--- config.mk ---
export PLATFORM = sky130hd
export DESIGN_NAME = second_uart_setup
export DESIGN_NICKNAME = d
export VERILOG_FILES = /design/src/hdl/second_uart_pkg.sv /design/src/hdl/io_window_decode.sv /design/src/hdl/second_uart_setup.sv
export SDC_FILE = /design/constraint.sdc
export NUM_CORES = 1
export LEC_CHECK = 0
export BUFFER_PORTS_ARGS = -buffer_cell sky130_fd_sc_hd__buf_2
export CORE_ASPECT_RATIO = 1.4
export CORE_MARGIN = 1
export CORE_UTILIZATION = 34
export DETAILED_ROUTE_END_ITERATION = 8
export PLACE_DENSITY_LB_ADDON = 0.3
export SYNTH_ARGS = -nofsm -noshare
export SYNTH_HDL_FRONTEND = slang
export SYNTH_SLANG_ARGS = --single-unit
export TNS_END_PERCENT = 5
--- constraint.sdc ---
create_clock -name core_clk -period 1.65 [get_ports core_clk]
set_clock_uncertainty 0.15 [all_clocks]
set_input_delay 0.33 -clock core_clk [delete_from_list [all_inputs] [get_ports core_clk]]
set_output_delay 0.33 -clock core_clk [all_outputs]
set_load 0.02 [all_outputs]
--- src/hdl/second_uart_pkg.sv ---
package second_uart_pkg;
	// ----------------------------------------
	// register map (wishbone word addresses)
	// ----------------------------------------
	localparam logic [3:0] setup_addr = 4'h0;
	localparam logic [3:0] status_addr = 4'h4;
	localparam logic [3:0] first_port_addr = 4'h8;
	localparam int addr_w = 4;

	// ----------------------------------------
	// field positions
	// ----------------------------------------
	localparam int music_bit = 7;
	localparam int irq_bit = 4;
	localparam int win_lo = 1;
	localparam int win_hi = 3;
	localparam int enable_bit = 0;
	localparam logic [7:0] writable_mask = 8'h9f;

	// ----------------------------------------
	// reset values and configuration modes
	// ----------------------------------------
	localparam logic [7:0] setup_soft_reset = 8'h00;
	localparam logic [2:0] window_reset = 3'h0;

	typedef enum logic [1:0] {
		hardware_basic_config_mode = 2'h0,
		hardware_extended_config_mode = 2'h1,
		software_motherboard_config_mode = 2'h2,
		software_addin_config_mode = 2'h3
	} config_mode_e;

	// ----------------------------------------
	// reference clocks and decode windows
	// ----------------------------------------
	localparam int ref_std_hz = 1846200;
	localparam int ref_music_hz = 2000000;
	localparam logic [9:0] window_base [8] = '{10'h3f8, 10'h2f8, 10'h220, 10'h228,
		10'h238, 10'h2e8, 10'h338, 10'h3e8};
endpackage

--- src/hdl/io_window_decode.sv ---
`timescale 1ns/1ps
module io_window_decode (
	input wire logic [2:0] window_code,
	output logic [9:0] window_base_addr
);
	import second_uart_pkg::*;
	// table lookup of the eight-byte window base
	always_comb begin
		window_base_addr = window_base[window_code];
	end
endmodule

--- src/hdl/second_uart_setup.sv ---
`timescale 1ns/1ps
// Contract
// - bit 7 picks 2 MHz over 1.8462 MHz
// - bit 4 routes interrupt to IRQ3/IRQ4
// - bits 3:1 pick eight-byte decode window
// - port operates only while bit 0 set
// - interrupt select: zero in software modes, else strap
// - window select: 000 in software modes, else strap
// - enable: zero in software modes, else strap
// - address clash disables port, no powerdown
// - shared interrupt line is never blocked
// - first port enable bit gates clash check
module second_uart_setup (
	input wire logic core_clk,
	input wire logic rst_n,
	input wire logic wb_cyc_i,
	input wire logic wb_stb_i,
	input wire logic wb_we_i,
	input wire logic [second_uart_pkg::addr_w-1:0] wb_adr_i,
	input wire logic [3:0] wb_sel_i,
	input wire logic [31:0] wb_dat_i,
	output logic [31:0] wb_dat_o,
	output logic wb_ack_o,
	input wire second_uart_pkg::config_mode_e config_mode,
	input wire logic strap_irq_select,
	input wire logic [2:0] strap_window,
	input wire logic strap_enable,
	input wire logic [2:0] first_port_window,
	input wire logic first_port_irq_select,
	output logic music_rate_clock_select,
	output logic irq3_route,
	output logic irq4_route,
	output logic [9:0] io_window_base,
	output logic second_port_active,
	output logic addr_clash
);
	import second_uart_pkg::*;

	// ----------------------------------------
	// register state
	// ----------------------------------------
	logic [7:0] setup_r;
	logic first_port_enable_r;
	logic strap_done_r;
	logic [9:0] base_nxt;
	logic wb_hit;
	logic clash;
	logic hw_mode;

	// no request is taken while ack stands, so a strobe held into the ack cycle is not answered twice
	assign wb_hit = wb_cyc_i && wb_stb_i && !wb_ack_o;
	assign hw_mode = (config_mode == hardware_basic_config_mode) ||
		(config_mode == hardware_extended_config_mode);
	// first port's interrupt choice is not compared: sharing is allowed
	assign clash = setup_r[enable_bit] && first_port_enable_r &&
		(setup_r[win_hi:win_lo] == first_port_window);

	io_window_decode u_decode (
		.window_code(setup_r[win_hi:win_lo]),
		.window_base_addr(base_nxt)
	);

	// ----------------------------------------
	// setup register, straps caught after release
	// ----------------------------------------
	always_ff @(posedge core_clk or negedge rst_n) begin
		if (!rst_n) begin
			setup_r <= setup_soft_reset;
			strap_done_r <= 1'b0;
		end else if (!strap_done_r) begin
			// straps are caught once; a setup register write in this cycle is acked but lost
			strap_done_r <= 1'b1;
			if (hw_mode) begin
				setup_r[irq_bit] <= strap_irq_select;
				setup_r[win_hi:win_lo] <= strap_window;
				setup_r[enable_bit] <= strap_enable;
			end else begin
				setup_r[irq_bit] <= 1'b0;
				setup_r[win_hi:win_lo] <= window_reset;
				setup_r[enable_bit] <= 1'b0;
			end
		end else if (wb_hit && wb_we_i && wb_sel_i[0] && wb_adr_i == setup_addr) begin
			// reserved bits stay zero
			setup_r <= wb_dat_i[7:0] & writable_mask;
		end
	end

	always_ff @(posedge core_clk or negedge rst_n) begin
		if (!rst_n) begin
			first_port_enable_r <= 1'b0;
		end else if (wb_hit && wb_we_i && wb_sel_i[0] && wb_adr_i == first_port_addr) begin
			first_port_enable_r <= wb_dat_i[enable_bit];
		end
	end

	// ----------------------------------------
	// wishbone answer: one wait state, unmapped reads zero
	// ----------------------------------------
	always_ff @(posedge core_clk or negedge rst_n) begin
		if (!rst_n) begin
			wb_ack_o <= 1'b0;
			wb_dat_o <= 32'h0;
		end else begin
			wb_ack_o <= wb_hit;
			wb_dat_o <= 32'h0;
			if (wb_hit && !wb_we_i) begin
				unique case (wb_adr_i)
					setup_addr: wb_dat_o <= {24'h0, setup_r};
					status_addr: wb_dat_o <= {30'h0, clash, setup_r[enable_bit] && !clash};
					first_port_addr: wb_dat_o <= {31'h0, first_port_enable_r};
					default: wb_dat_o <= 32'h0;
				endcase
			end
		end
	end

	// ----------------------------------------
	// port controls
	// ----------------------------------------
	always_ff @(posedge core_clk or negedge rst_n) begin
		if (!rst_n) begin
			music_rate_clock_select <= 1'b0;
			irq3_route <= 1'b0;
			irq4_route <= 1'b0;
			io_window_base <= 10'h0;
			second_port_active <= 1'b0;
			addr_clash <= 1'b0;
		end else begin
			// every pin trails the register by one cycle so that it comes straight from a flop
			music_rate_clock_select <= setup_r[music_bit];
			irq3_route <= !setup_r[irq_bit] && setup_r[enable_bit];
			irq4_route <= setup_r[irq_bit] && setup_r[enable_bit];
			io_window_base <= base_nxt;
			second_port_active <= setup_r[enable_bit] && !clash;
			addr_clash <= clash;
		end
	end

	// ----------------------------------------
	// checks
	// ----------------------------------------
	property p_music;
		@(posedge core_clk) disable iff (!rst_n) 1'b1 |=> music_rate_clock_select == $past(setup_r[music_bit]);
	endproperty
	a_music: assert property (p_music) else $error("music clock select stale");

	property p_irq;
		@(posedge core_clk) disable iff (!rst_n) $past(setup_r[enable_bit]) |-> (irq4_route == $past(setup_r[irq_bit]))
			&& (irq3_route != irq4_route);
	endproperty
	a_irq: assert property (p_irq) else $error("interrupt route wrong");

	property p_window;
		@(posedge core_clk) disable iff (!rst_n) 1'b1 |=>
			io_window_base == window_base[$past(setup_r[win_hi:win_lo])];
	endproperty
	a_window: assert property (p_window) else $error("window base wrong");

	property p_disabled;
		@(posedge core_clk) disable iff (!rst_n) !setup_r[enable_bit] |=> !second_port_active;
	endproperty
	a_disabled: assert property (p_disabled) else $error("port active while disabled");

	property p_soft_defaults;
		@(posedge core_clk) disable iff (!rst_n) (!strap_done_r && !hw_mode) |=> setup_r == setup_soft_reset;
	endproperty
	a_soft_defaults: assert property (p_soft_defaults) else $error("software defaults wrong");

	property p_strap;
		@(posedge core_clk) disable iff (!rst_n) (!strap_done_r && hw_mode) |=>
			setup_r[irq_bit] == $past(strap_irq_select) && setup_r[win_hi:win_lo] == $past(strap_window) &&
			setup_r[enable_bit] == $past(strap_enable);
	endproperty
	a_strap: assert property (p_strap) else $error("strap not loaded");

	property p_clash;
		@(posedge core_clk) disable iff (!rst_n) clash |=> addr_clash && !second_port_active;
	endproperty
	a_clash: assert property (p_clash) else $error("clash did not disable port");

	property p_reserved;
		@(posedge core_clk) disable iff (!rst_n) (setup_r & ~writable_mask) == 8'h00;
	endproperty
	a_reserved: assert property (p_reserved) else $error("reserved bits set");

	property p_ack;
		@(posedge core_clk) disable iff (!rst_n) wb_hit |=> wb_ack_o ##1 !wb_ack_o;
	endproperty
	a_ack: assert property (p_ack) else $error("ack timing wrong");

	property p_active;
		@(posedge core_clk) disable iff (!rst_n) (setup_r[enable_bit] && !clash) |=> second_port_active;
	endproperty
	a_active: assert property (p_active) else $error("enabled port not active");

	property p_route_off;
		@(posedge core_clk) disable iff (!rst_n) !setup_r[enable_bit] |=> !irq3_route && !irq4_route;
	endproperty
	a_route_off: assert property (p_route_off) else $error("route driven while disabled");

	// choosing the first port's line must still store: sharing is left to software
	property p_shared_irq;
		@(posedge core_clk) disable iff (!rst_n) (strap_done_r && wb_hit && wb_we_i && wb_sel_i[0] &&
			wb_adr_i == setup_addr && wb_dat_i[irq_bit] == first_port_irq_select) |=>
			setup_r[irq_bit] == $past(wb_dat_i[irq_bit]);
	endproperty
	a_shared_irq: assert property (p_shared_irq) else $error("shared interrupt line blocked");

	// ----------------------------------------
	// bus-side checks
	// ----------------------------------------
	property p_first_enable;
		@(posedge core_clk) disable iff (!rst_n) (wb_hit && wb_we_i && wb_sel_i[0] && wb_adr_i == first_port_addr) |=>
			first_port_enable_r == $past(wb_dat_i[enable_bit]);
	endproperty
	a_first_enable: assert property (p_first_enable) else $error("first port enable not stored");

	// read data stand only with ack; between answers the bus sees zero
	property p_idle_data;
		@(posedge core_clk) disable iff (!rst_n) !wb_hit |=> wb_dat_o == 32'h0;
	endproperty
	a_idle_data: assert property (p_idle_data) else $error("read data outside answer");
endmodule

# --- After elaboration in Yosys (flattened, before gate mapping) ---
# Memory sizes are Yosys's and may differ from the RTL's. A register that Yosys moved wholly into a read port is not among the register bits.
# Index checks and enable logic that the tools add are counted.
word_totals:
  regBits: 46
  romBits: 80
  in_bits: 56
  out_inout_bits: 48
  elab_cells: 44
  n_memories: 1
classes:
  eq_ne: 5
  muxes: 5
  bitwise: 1
  n_reduce_logical: 21
mem_list:
  columns: ["name", "words", "word_bits", "read_ports", "rd_clocked_by_memory_dff", "write_ports", "line_no", "text"]
  rows:
  - ["(no name shown)", 8, 10, 1, 1, 0, "io_window_decode.sv:9", "window_base_addr = window_base[window_code];"]
ops:
  columns: ["op", "count"]
  rows:
  - ["case mux 8 bit (3 select lines)", 1]
  - ["two-way mux 5 bit", 3]
  - ["logical AND 1 bit", 12]
  - ["two-way mux 8 bit", 1]
  - ["zero test 1 bit", 5]
  - ["equality test 4 x 3 -> 1 bit (second input constant)", 1]
  - ["equality test 4 bit (second input constant)", 1]
  - ["zero test 4 bit", 1]
  - ["NOT 3 -> 4 bit", 1]
  - ["equality test 3 bit", 1]
  - ["equality test 2 x 1 -> 1 bit (second input constant)", 1]
  - ["zero test 2 bit", 1]
  - ["inequality test 2 x 1 -> 1 bit (second input constant)", 1]
  - ["AND reduction 2 bit", 1]
  - ["logical OR 1 bit", 1]

# --- Logic depth before layout (Yosys ltp) ---
# Gate-level depths: netlist (run 1).
logic_depth:
  depth_word: 7
  mapped_depth: 5
  mapped_depth_nobuf: 4

# --- Hierarchy ---
# From an unflattened synthesis (run 1), not the netlist that was laid out.
hier_totals:
  hier_cells: 122
  area_unflattened_um2: 1391.3
modules_own_cells:
  columns: ["module", "instances", "cells_per_inst", "area_per_inst_um2", "seq_area_each_um2"]
  rows:
  - ["second_uart_setup", 1, 107, 1300.0, 750.7]
  - ["io_window_decode", 1, 15, 91.3, 0.0]

# --- Worst setup path after synthesis (run 1) ---
# OpenSTA, ideal clock, no wires.
synth_timing:
  path_kind: "input -> register"
  from: "input wb_adr_i[1] in the netlist's numbering"
  to: "register setup_r[0]"
  setup_ns: 0.121
  arrival_time_ns: 1.724
  t_required_ns: 1.379
  slack_ns: -0.345
  cell_stages: 4
  path_buffers: 0
  cell_sequence: "or4_4 -> nor3_4 -> mux2_2 -> a22o_2"
synth_via:
  elab_chain_cells: 3
synth_lines:
  columns: ["element", "line_no", "text"]
  rows:
  - ["start: declaration", "second_uart_setup.sv:19", "input wire logic [second_uart_pkg::addr_w-1:0] wb_adr_i,"]
  - ["zero test 4 bit", "second_uart_setup.sv:82", "end else if (wb_hit && wb_we_i && wb_sel_i[0] && wb_adr_i == setup_addr) begin"]
  - ["logical AND 1 bit", "second_uart_setup.sv:82", null]
  - ["inequality test 2 x 1 -> 1 bit (no source line)", null, null]
  - ["end signal: indexed assignment", "second_uart_setup.sv:76", "setup_r[enable_bit] <= strap_enable;"]
  - ["end signal: indexed assignment", "second_uart_setup.sv:79", "setup_r[win_hi:win_lo] <= window_reset;"]
  - ["end signal: assignment", "second_uart_setup.sv:84", "setup_r <= wb_dat_i[7:0] & writable_mask;"]
  - ["end: declaration", "second_uart_setup.sv:42", "logic [7:0] setup_r;"]
# Every way passes these cells.
# A chain may end at the register's enable or synchronous reset.

# --- Final worst setup path (run 1) ---
layout_timing:
  from: "register wb_ack_o"
  to: "register setup_r[1]"
layout_via:
  elab_chain_cells: 6
layout_lines:
  columns: ["element", "line_no", "text"]
  rows:
  - ["start: declaration", "second_uart_setup.sv:23", "output logic wb_ack_o,"]
  - ["start signal: assignment", "second_uart_setup.sv:104", "wb_ack_o <= wb_hit;"]
  - ["zero test 1 bit", "second_uart_setup.sv:51", "assign wb_hit = wb_cyc_i && wb_stb_i && !wb_ack_o;"]
  - ["logical AND 1 bit", "second_uart_setup.sv:51", null]
  - ["logical AND 1 bit (3 in a row)", "second_uart_setup.sv:82", null]
  - ["inequality test 2 x 1 -> 1 bit (no source line)", null, null]
# Every way passes these cells.

==> metrics, run 1 <==
status finished with violations; failing checks setup timing; WHS 0.1463 ns; die area 3903 µm²; RR Startpoint wb_ack_o; cell area after synthesis 1242 µm²; met3 demand-to-capacity share in global routing 2.484%; DR WL/cell 11.01 µm; CTS root buffer clkbuf_8; worst hold path type input pin to flip-flop; Synth cell types 27; Post-Syn Instances 115; post-route ant nets 0; CTS Buf Count 3; core area 3441 µm²; RSZ-0062 raised after global routing true; final setup vio count 6; IO Pins 104; asr flop ratio synth 100.0%; Power Dens Cells 826.8 nW/µm²; gpl congestion 0.8259; clock latency on the worst-skew pair 0.26 ns; share of cells above drive strength 1 44.64%; first-pass GRT wire length 3.339 mm; largest driver fanout on the critical path 6; drt pass-1 iters 4; antenna violations before repair 0; fin crit period 1.789 ns; Seq/Total Area, Yosys 48.34%; Clk pin slew, worst setup/hold paths 0.08 ns; half-perimeter wire length after placement 1.763 mm; crit path kind flip-flop to flip-flop; Post-layout nets 225; Leak 0.8533 nW; Worst setup startpoint wb_ack_o; gr ovfl total 0; GR met2 Demand/Resource 20.82%; worst setup margin -0.1389 ns; Starting DRT DRC Count 7; # DRC 0; clk buf depth 2; Die W 53.09 µm; post-place setup slack -0.4929 ns; number of global-route vias before repair 816; Slew Viols, Final 0; Fin. Hold Viols 0; max cap viols 0; syn avg cell area 10.80 µm²; YS warnings 0; # rows 25; crit share post-route 108.4%; #FFs+latches synth 24; antenna cell count 0; Slew HR 66.25%; CTS Sinks 24; CP delay by family, top simple AND/OR/NAND/NOR gates; share of the synthesized area in the top cell type 48.34%; cell accounting for the most synthesized area dfrtp_1; Buf+Inv Stages, Crit Path 1; maximum VDD drop 0.0003932 V; Post-synth EDFFs 0; met1 usage 13.44%; crit end category flip-flop; pin count of the biggest net entering global routing 25; CP max stage cell dfrtp_1; ys flop type dfrtp_1; Avg Vias per Cell 4.159; synthesis-to-finish area growth 25.68%; Global Route Usage Sum 12.11%; Startpoint Class flip-flop; crit path DAT 1.80 ns; chip height 73.53 µm; hold path start strap_window[0]; main area contributors after synthesis dfrtp_1 48%, buf_4 19%, mux2_2 4.5%; top cells by count, synth 32 x buf_4, 24 x dfrtp_1, 7 x nand2_1; FMAX 559.0 MHz; Buffers on Ports 43; Slew @ Worst Pin 0.5062 ns; cells along the critical path nand3b_1 > nor3_4 > buf_6 > mux2_4 > a22o_4; H-tree lvl count 1; gr busiest metal met2; Initial Utilization 36.11%; critical path's largest stage delay 0.38 ns; most frequent cell after synthesis buf_4; drt total wl 2.290 mm; TritonCTS clock tree done; Req. time, crit path 1.66 ns; Vias 865
[state kept, by name, summed over array words and instances (netlist names)]
register and cells:
setup_r 6, wb_dat_o 6, io_window_base 5, addr_clash 1, first_port_enable_r 1, irq3_route 1
irq4_route 1, music_rate_clock_select 1, second_port_active 1, wb_ack_o 1
[path summary, 6_finish.rpt]
path	end	slack, ns	cells past startpoint
setup / recovery	setup_r[1]	-0.14	5
hold / removal	setup_r[1]	0.15	2
setup reg to reg	setup_r[1]	-0.14	5
hold reg to reg	music_rate_clock_select	0.25	0
max in group asynchronous	music_rate_clock_select	0.59	2
min in group asynchronous	wb_ack_o	0.42	2
[report_power, final]
group	total, mW	internal, mW	switching (mW)
Combinational	0.264	0.100	0.163
Clock	0.387	0.213	0.174
Sequential	0.641	0.620	0.0212
[per-stage QoR]
| stage | std cells | util [%] | instance area [µm²] | setup TNS (ns) | power [mW] |
|---|---|---|---|---|---|
| after floorplan | 143 | - | 1348 | -1.336 | 0.8654 |
| after global placement | 200 | 41.49 | 1428 | -2.670 | 0.8952 |
| after detailed placement | 200 | 41.49 | 1428 | -2.825 | 0.8997 |
| after CTS | 207 | 44.76 | 1540 | -0.8623 | 1.299 |
| after global routing | 208 | 45.38 | 1562 | -1.108 | 1.357 |
| final | 208 | 45.38 | 1562 | -0.6728 | 1.291 |
[cell type report]
type	count	area (µm²)
Sequential cell	24	600.6
Inverter	4	15.01
Fill cell	355	1879
Timing Repair Buffer	56	325.3
Multi-Input combinational cell	80	515.5
Clock buffer	4	55.05
Tap cell	40	50.05
[cells in the final DEF (no fill, tap or decap), drive strengths merged]
cell type    count
clkbuf           4
buf             55
nor2             3
a221oi           1
o31a             1
nand2            7
o21ai            2
nand4            1
mux2             6
mux2i            2
nand3b           1
a22o             4
xnor2            3
dfrtp           24
or3b             1
and2             6
a21o             1
dlygate4sd3      1
nor3             6
a21oi            2
nand3            1
inv              4
or4              2
conb            30
[logic make-up after synthesis]
kind of cell,count (synthesis),share of synthesized area [%]
multiplexers,8,7.351
other,2,0.6045
AND/OR/NAND/NOR,28,13.19
AO/OA/AOI/OAI,11,6.849
flip-flops,24,48.34
buffers and inverters,39,21.55
XOR/XNOR,3,2.115
[timing repair]
action | 4_1_cts | 5_1_grt
pin swaps | 3 | 3
hold buffers | 1 | 0
cloned | 0 | 0
setup buffers | 2 | 1
hold endpoints to repair | 24 | 0
gates resized for setup | 7 | 3
endpoints found under the setup margin | 7 | 9
[per-layer routing]
| metal | part of all wire, % | vias to the layer above |
|---|---|---|
| met5 | 0 | - |
| met4 | 2.0 | 0 |
| met2 | 52 | 49 |
| met1 | 37 | 391 |
| li1 | - | 421 |
| met3 | 8.5 | 4 |
[worst register-to-register path: cells and delay by family (launching register included)]
family | cells | cell delay (ns)
AND/OR/NAND/NOR | 2 | 0.48
multiplexers | 1 | 0.31
buffers and inverters | 1 | 0.16
AO/OA/AOI/OAI | 1 | 0.21
flip-flops | 1 | 0.38
Power figures use the tool's default switching activity.
==> run 2, diff against run 1 <==
Settings changed: CELL_PAD_IN_SITES_DETAIL_PLACEMENT set to 2, CELL_PAD_IN_SITES_GLOBAL_PLACEMENT set to 2, CORE_UTILIZATION 34 to 18.
==> run 2 against run 1 <==
Compared with the run above: the run still ends with setup timing left; total power is 12% higher; core utilization is 20 points lower; hold slack worse by 0.018 ns; largest power group unchanged.
==> metrics, run 2 (same netlist as run 1, synthesis figures left out) <==
status finished with violations; failing checks setup timing; pin count of the biggest net entering global routing 25; TritonCTS clock tree done; Initial Utilization 18.79%; worst hold path type input pin to flip-flop; Slew Viols, Final 0; die area 7243 µm²; antenna violations before repair 0; Reg power frac 44.2%; FF-to-FF setup slack -0.13 ns; Finished Layout Cells 262; share of cells above drive strength 1 45.29%; Internal Pwr Total 1.049 mW; RSZ-0062 raised after global routing true; reg2reg end wb_dat_o[0]; CTS Buf Count 3; clock latency on the worst-skew pair 0.27 ns; Worst R2R Path Depth 3; Slew @ Worst Pin 0.5510 ns; H-tree lvl count 1; Post-layout nets 227; Leak 0.8809 nW; Critical Path End setup_r[1]; setup_tns -0.8574 ns; critical path's largest stage delay 0.55 ns; cells along the critical path buf_6 > or4_4 > nor3_4 > buf_6 > mux2_4 > a22o_4; CP most frequent cell buf_6; Startpoint Class input pin; FMAX 551.2 MHz; logic gate share of total power 19.3%; Psw 0.4021 mW; post-route ant nets 0; max cap viols 0; Clk pin slew, worst setup/hold paths 0.10 ns; crit path DAT 1.83 ns; CTS root buffer clkbuf_8; first-pass GRT wire length 4.823 mm; number of global-route vias before repair 1004; Clk pwr share 36.5%; half-perimeter wire length after placement 2.664 mm; Fin. Hold Viols 0; Worst setup startpoint wb_adr_i[2]; drt pass-1 iters 4; crit end category flip-flop; gr ovfl total 0; chip height 100.3 µm; biggest regs setup_r: 6 flops, wb_dat_o: 6 flops, io_window_base: 5 flops; gpl congestion 0.7574; antenna cell count 0; final setup vio count 7; core area 6613 µm²; crit share post-route 109.9%; Die W 72.22 µm; Slew HR 63.27%; placed cells 255; sw frac 27.72%; fin crit period 1.814 ns; Avg Vias per Cell 3.584; drt total wl 3.279 mm; post-place setup slack -0.4738 ns; largest driver fanout on the critical path 5; WHS 0.1280 ns; CP max stage cell or4_4; Buffers on Ports 43; Vias 939; # rows 35; Starting DRT DRC Count 48; RR Startpoint wb_ack_o; worst setup margin -0.1642 ns; # DRC 0; CTS Sinks 24; IO Pins 104; clk buf depth 2; DR WL/cell 12.52 µm; most frequent cells in the layout 41 x buf_2, 30 x conb_1, 24 x dfrtp_1; most common cell after layout, fill and taps aside buf_2; Power Dens Cells 868.7 nW/µm²; synthesis-to-finish area growth 34.44%; Global Route Usage Sum 8.894%; crit path kind input pin to flip-flop; maximum VDD drop 0.0002740 V; hold depth 2; Req. time, crit path 1.67 ns
## run 2: worst min path at each step
stage	endpoint	slack [ns]	start
floorplan	addr_clash	-0.12	rst_n
global route	setup_r[7]	0.13	wb_dat_i[7]
finish	setup_r[4]	0.13	strap_irq_select
global placement	wb_dat_o[0]	0.19	rst_n
detailed placement	wb_dat_o[0]	0.21	rst_n
CTS	setup_r[7]	0.13	wb_dat_i[7]
## run 2: critical path, delay by kind of cell
kind                   cells  cell delay, ns
multiplexers               1            0.30
AND/OR/NAND/NOR            2            0.73
buffers and inverters      2            0.25
AO/OA/AOI/OAI              1            0.21
## run 2: layout make-up
type	count	area (µm²)
Clock buffer	3	41.29
Clock inverter	1	30.03
Fill cell	775	4942
Inverter	4	15.01
Multi-Input combinational cell	80	518.0
Sequential cell	24	600.6
Tap cell	92	115.1
Timing Repair Buffer	58	350.3
## run 2: timing repair
item | 4_1_cts | 5_1_grt
hold buffers | 1 | 0
buffers inserted | 2 | 0
setup endpoints to repair | 9 | 9
pin swaps | 3 | 1
gates resized for setup | 9 | 3
hold endpoints to repair | 24 | 0
## run 2: power by group through the flow
stage	clock (mW)	sequential [mW]	combinational [mW]
after floorplan	0	0.670	0.196
after global placement	0	0.653	0.258
after detailed placement	0	0.654	0.266
after CTS	0.537	0.643	0.280
after global routing	0.565	0.645	0.304
final	0.529	0.641	0.280
## run 2: stage by stage
step           power, mW  util (%)  cell area [µm²]
6_report           1.451     25.26             1670
5_1_grt            1.514     25.26             1670
4_1_cts            1.460     25.03             1655
3_5_place_dp      0.9197     22.91             1515
3_3_place_gp      0.9113     22.91             1515
2_1_floorplan     0.8654         -             1348
## run 2: routing by layer
layer	track usage, %	share of wire, %
met1	8.660	32
met2	17.40	59
met3	1.807	7.7
met4	4.072	1.7
met5	0	0
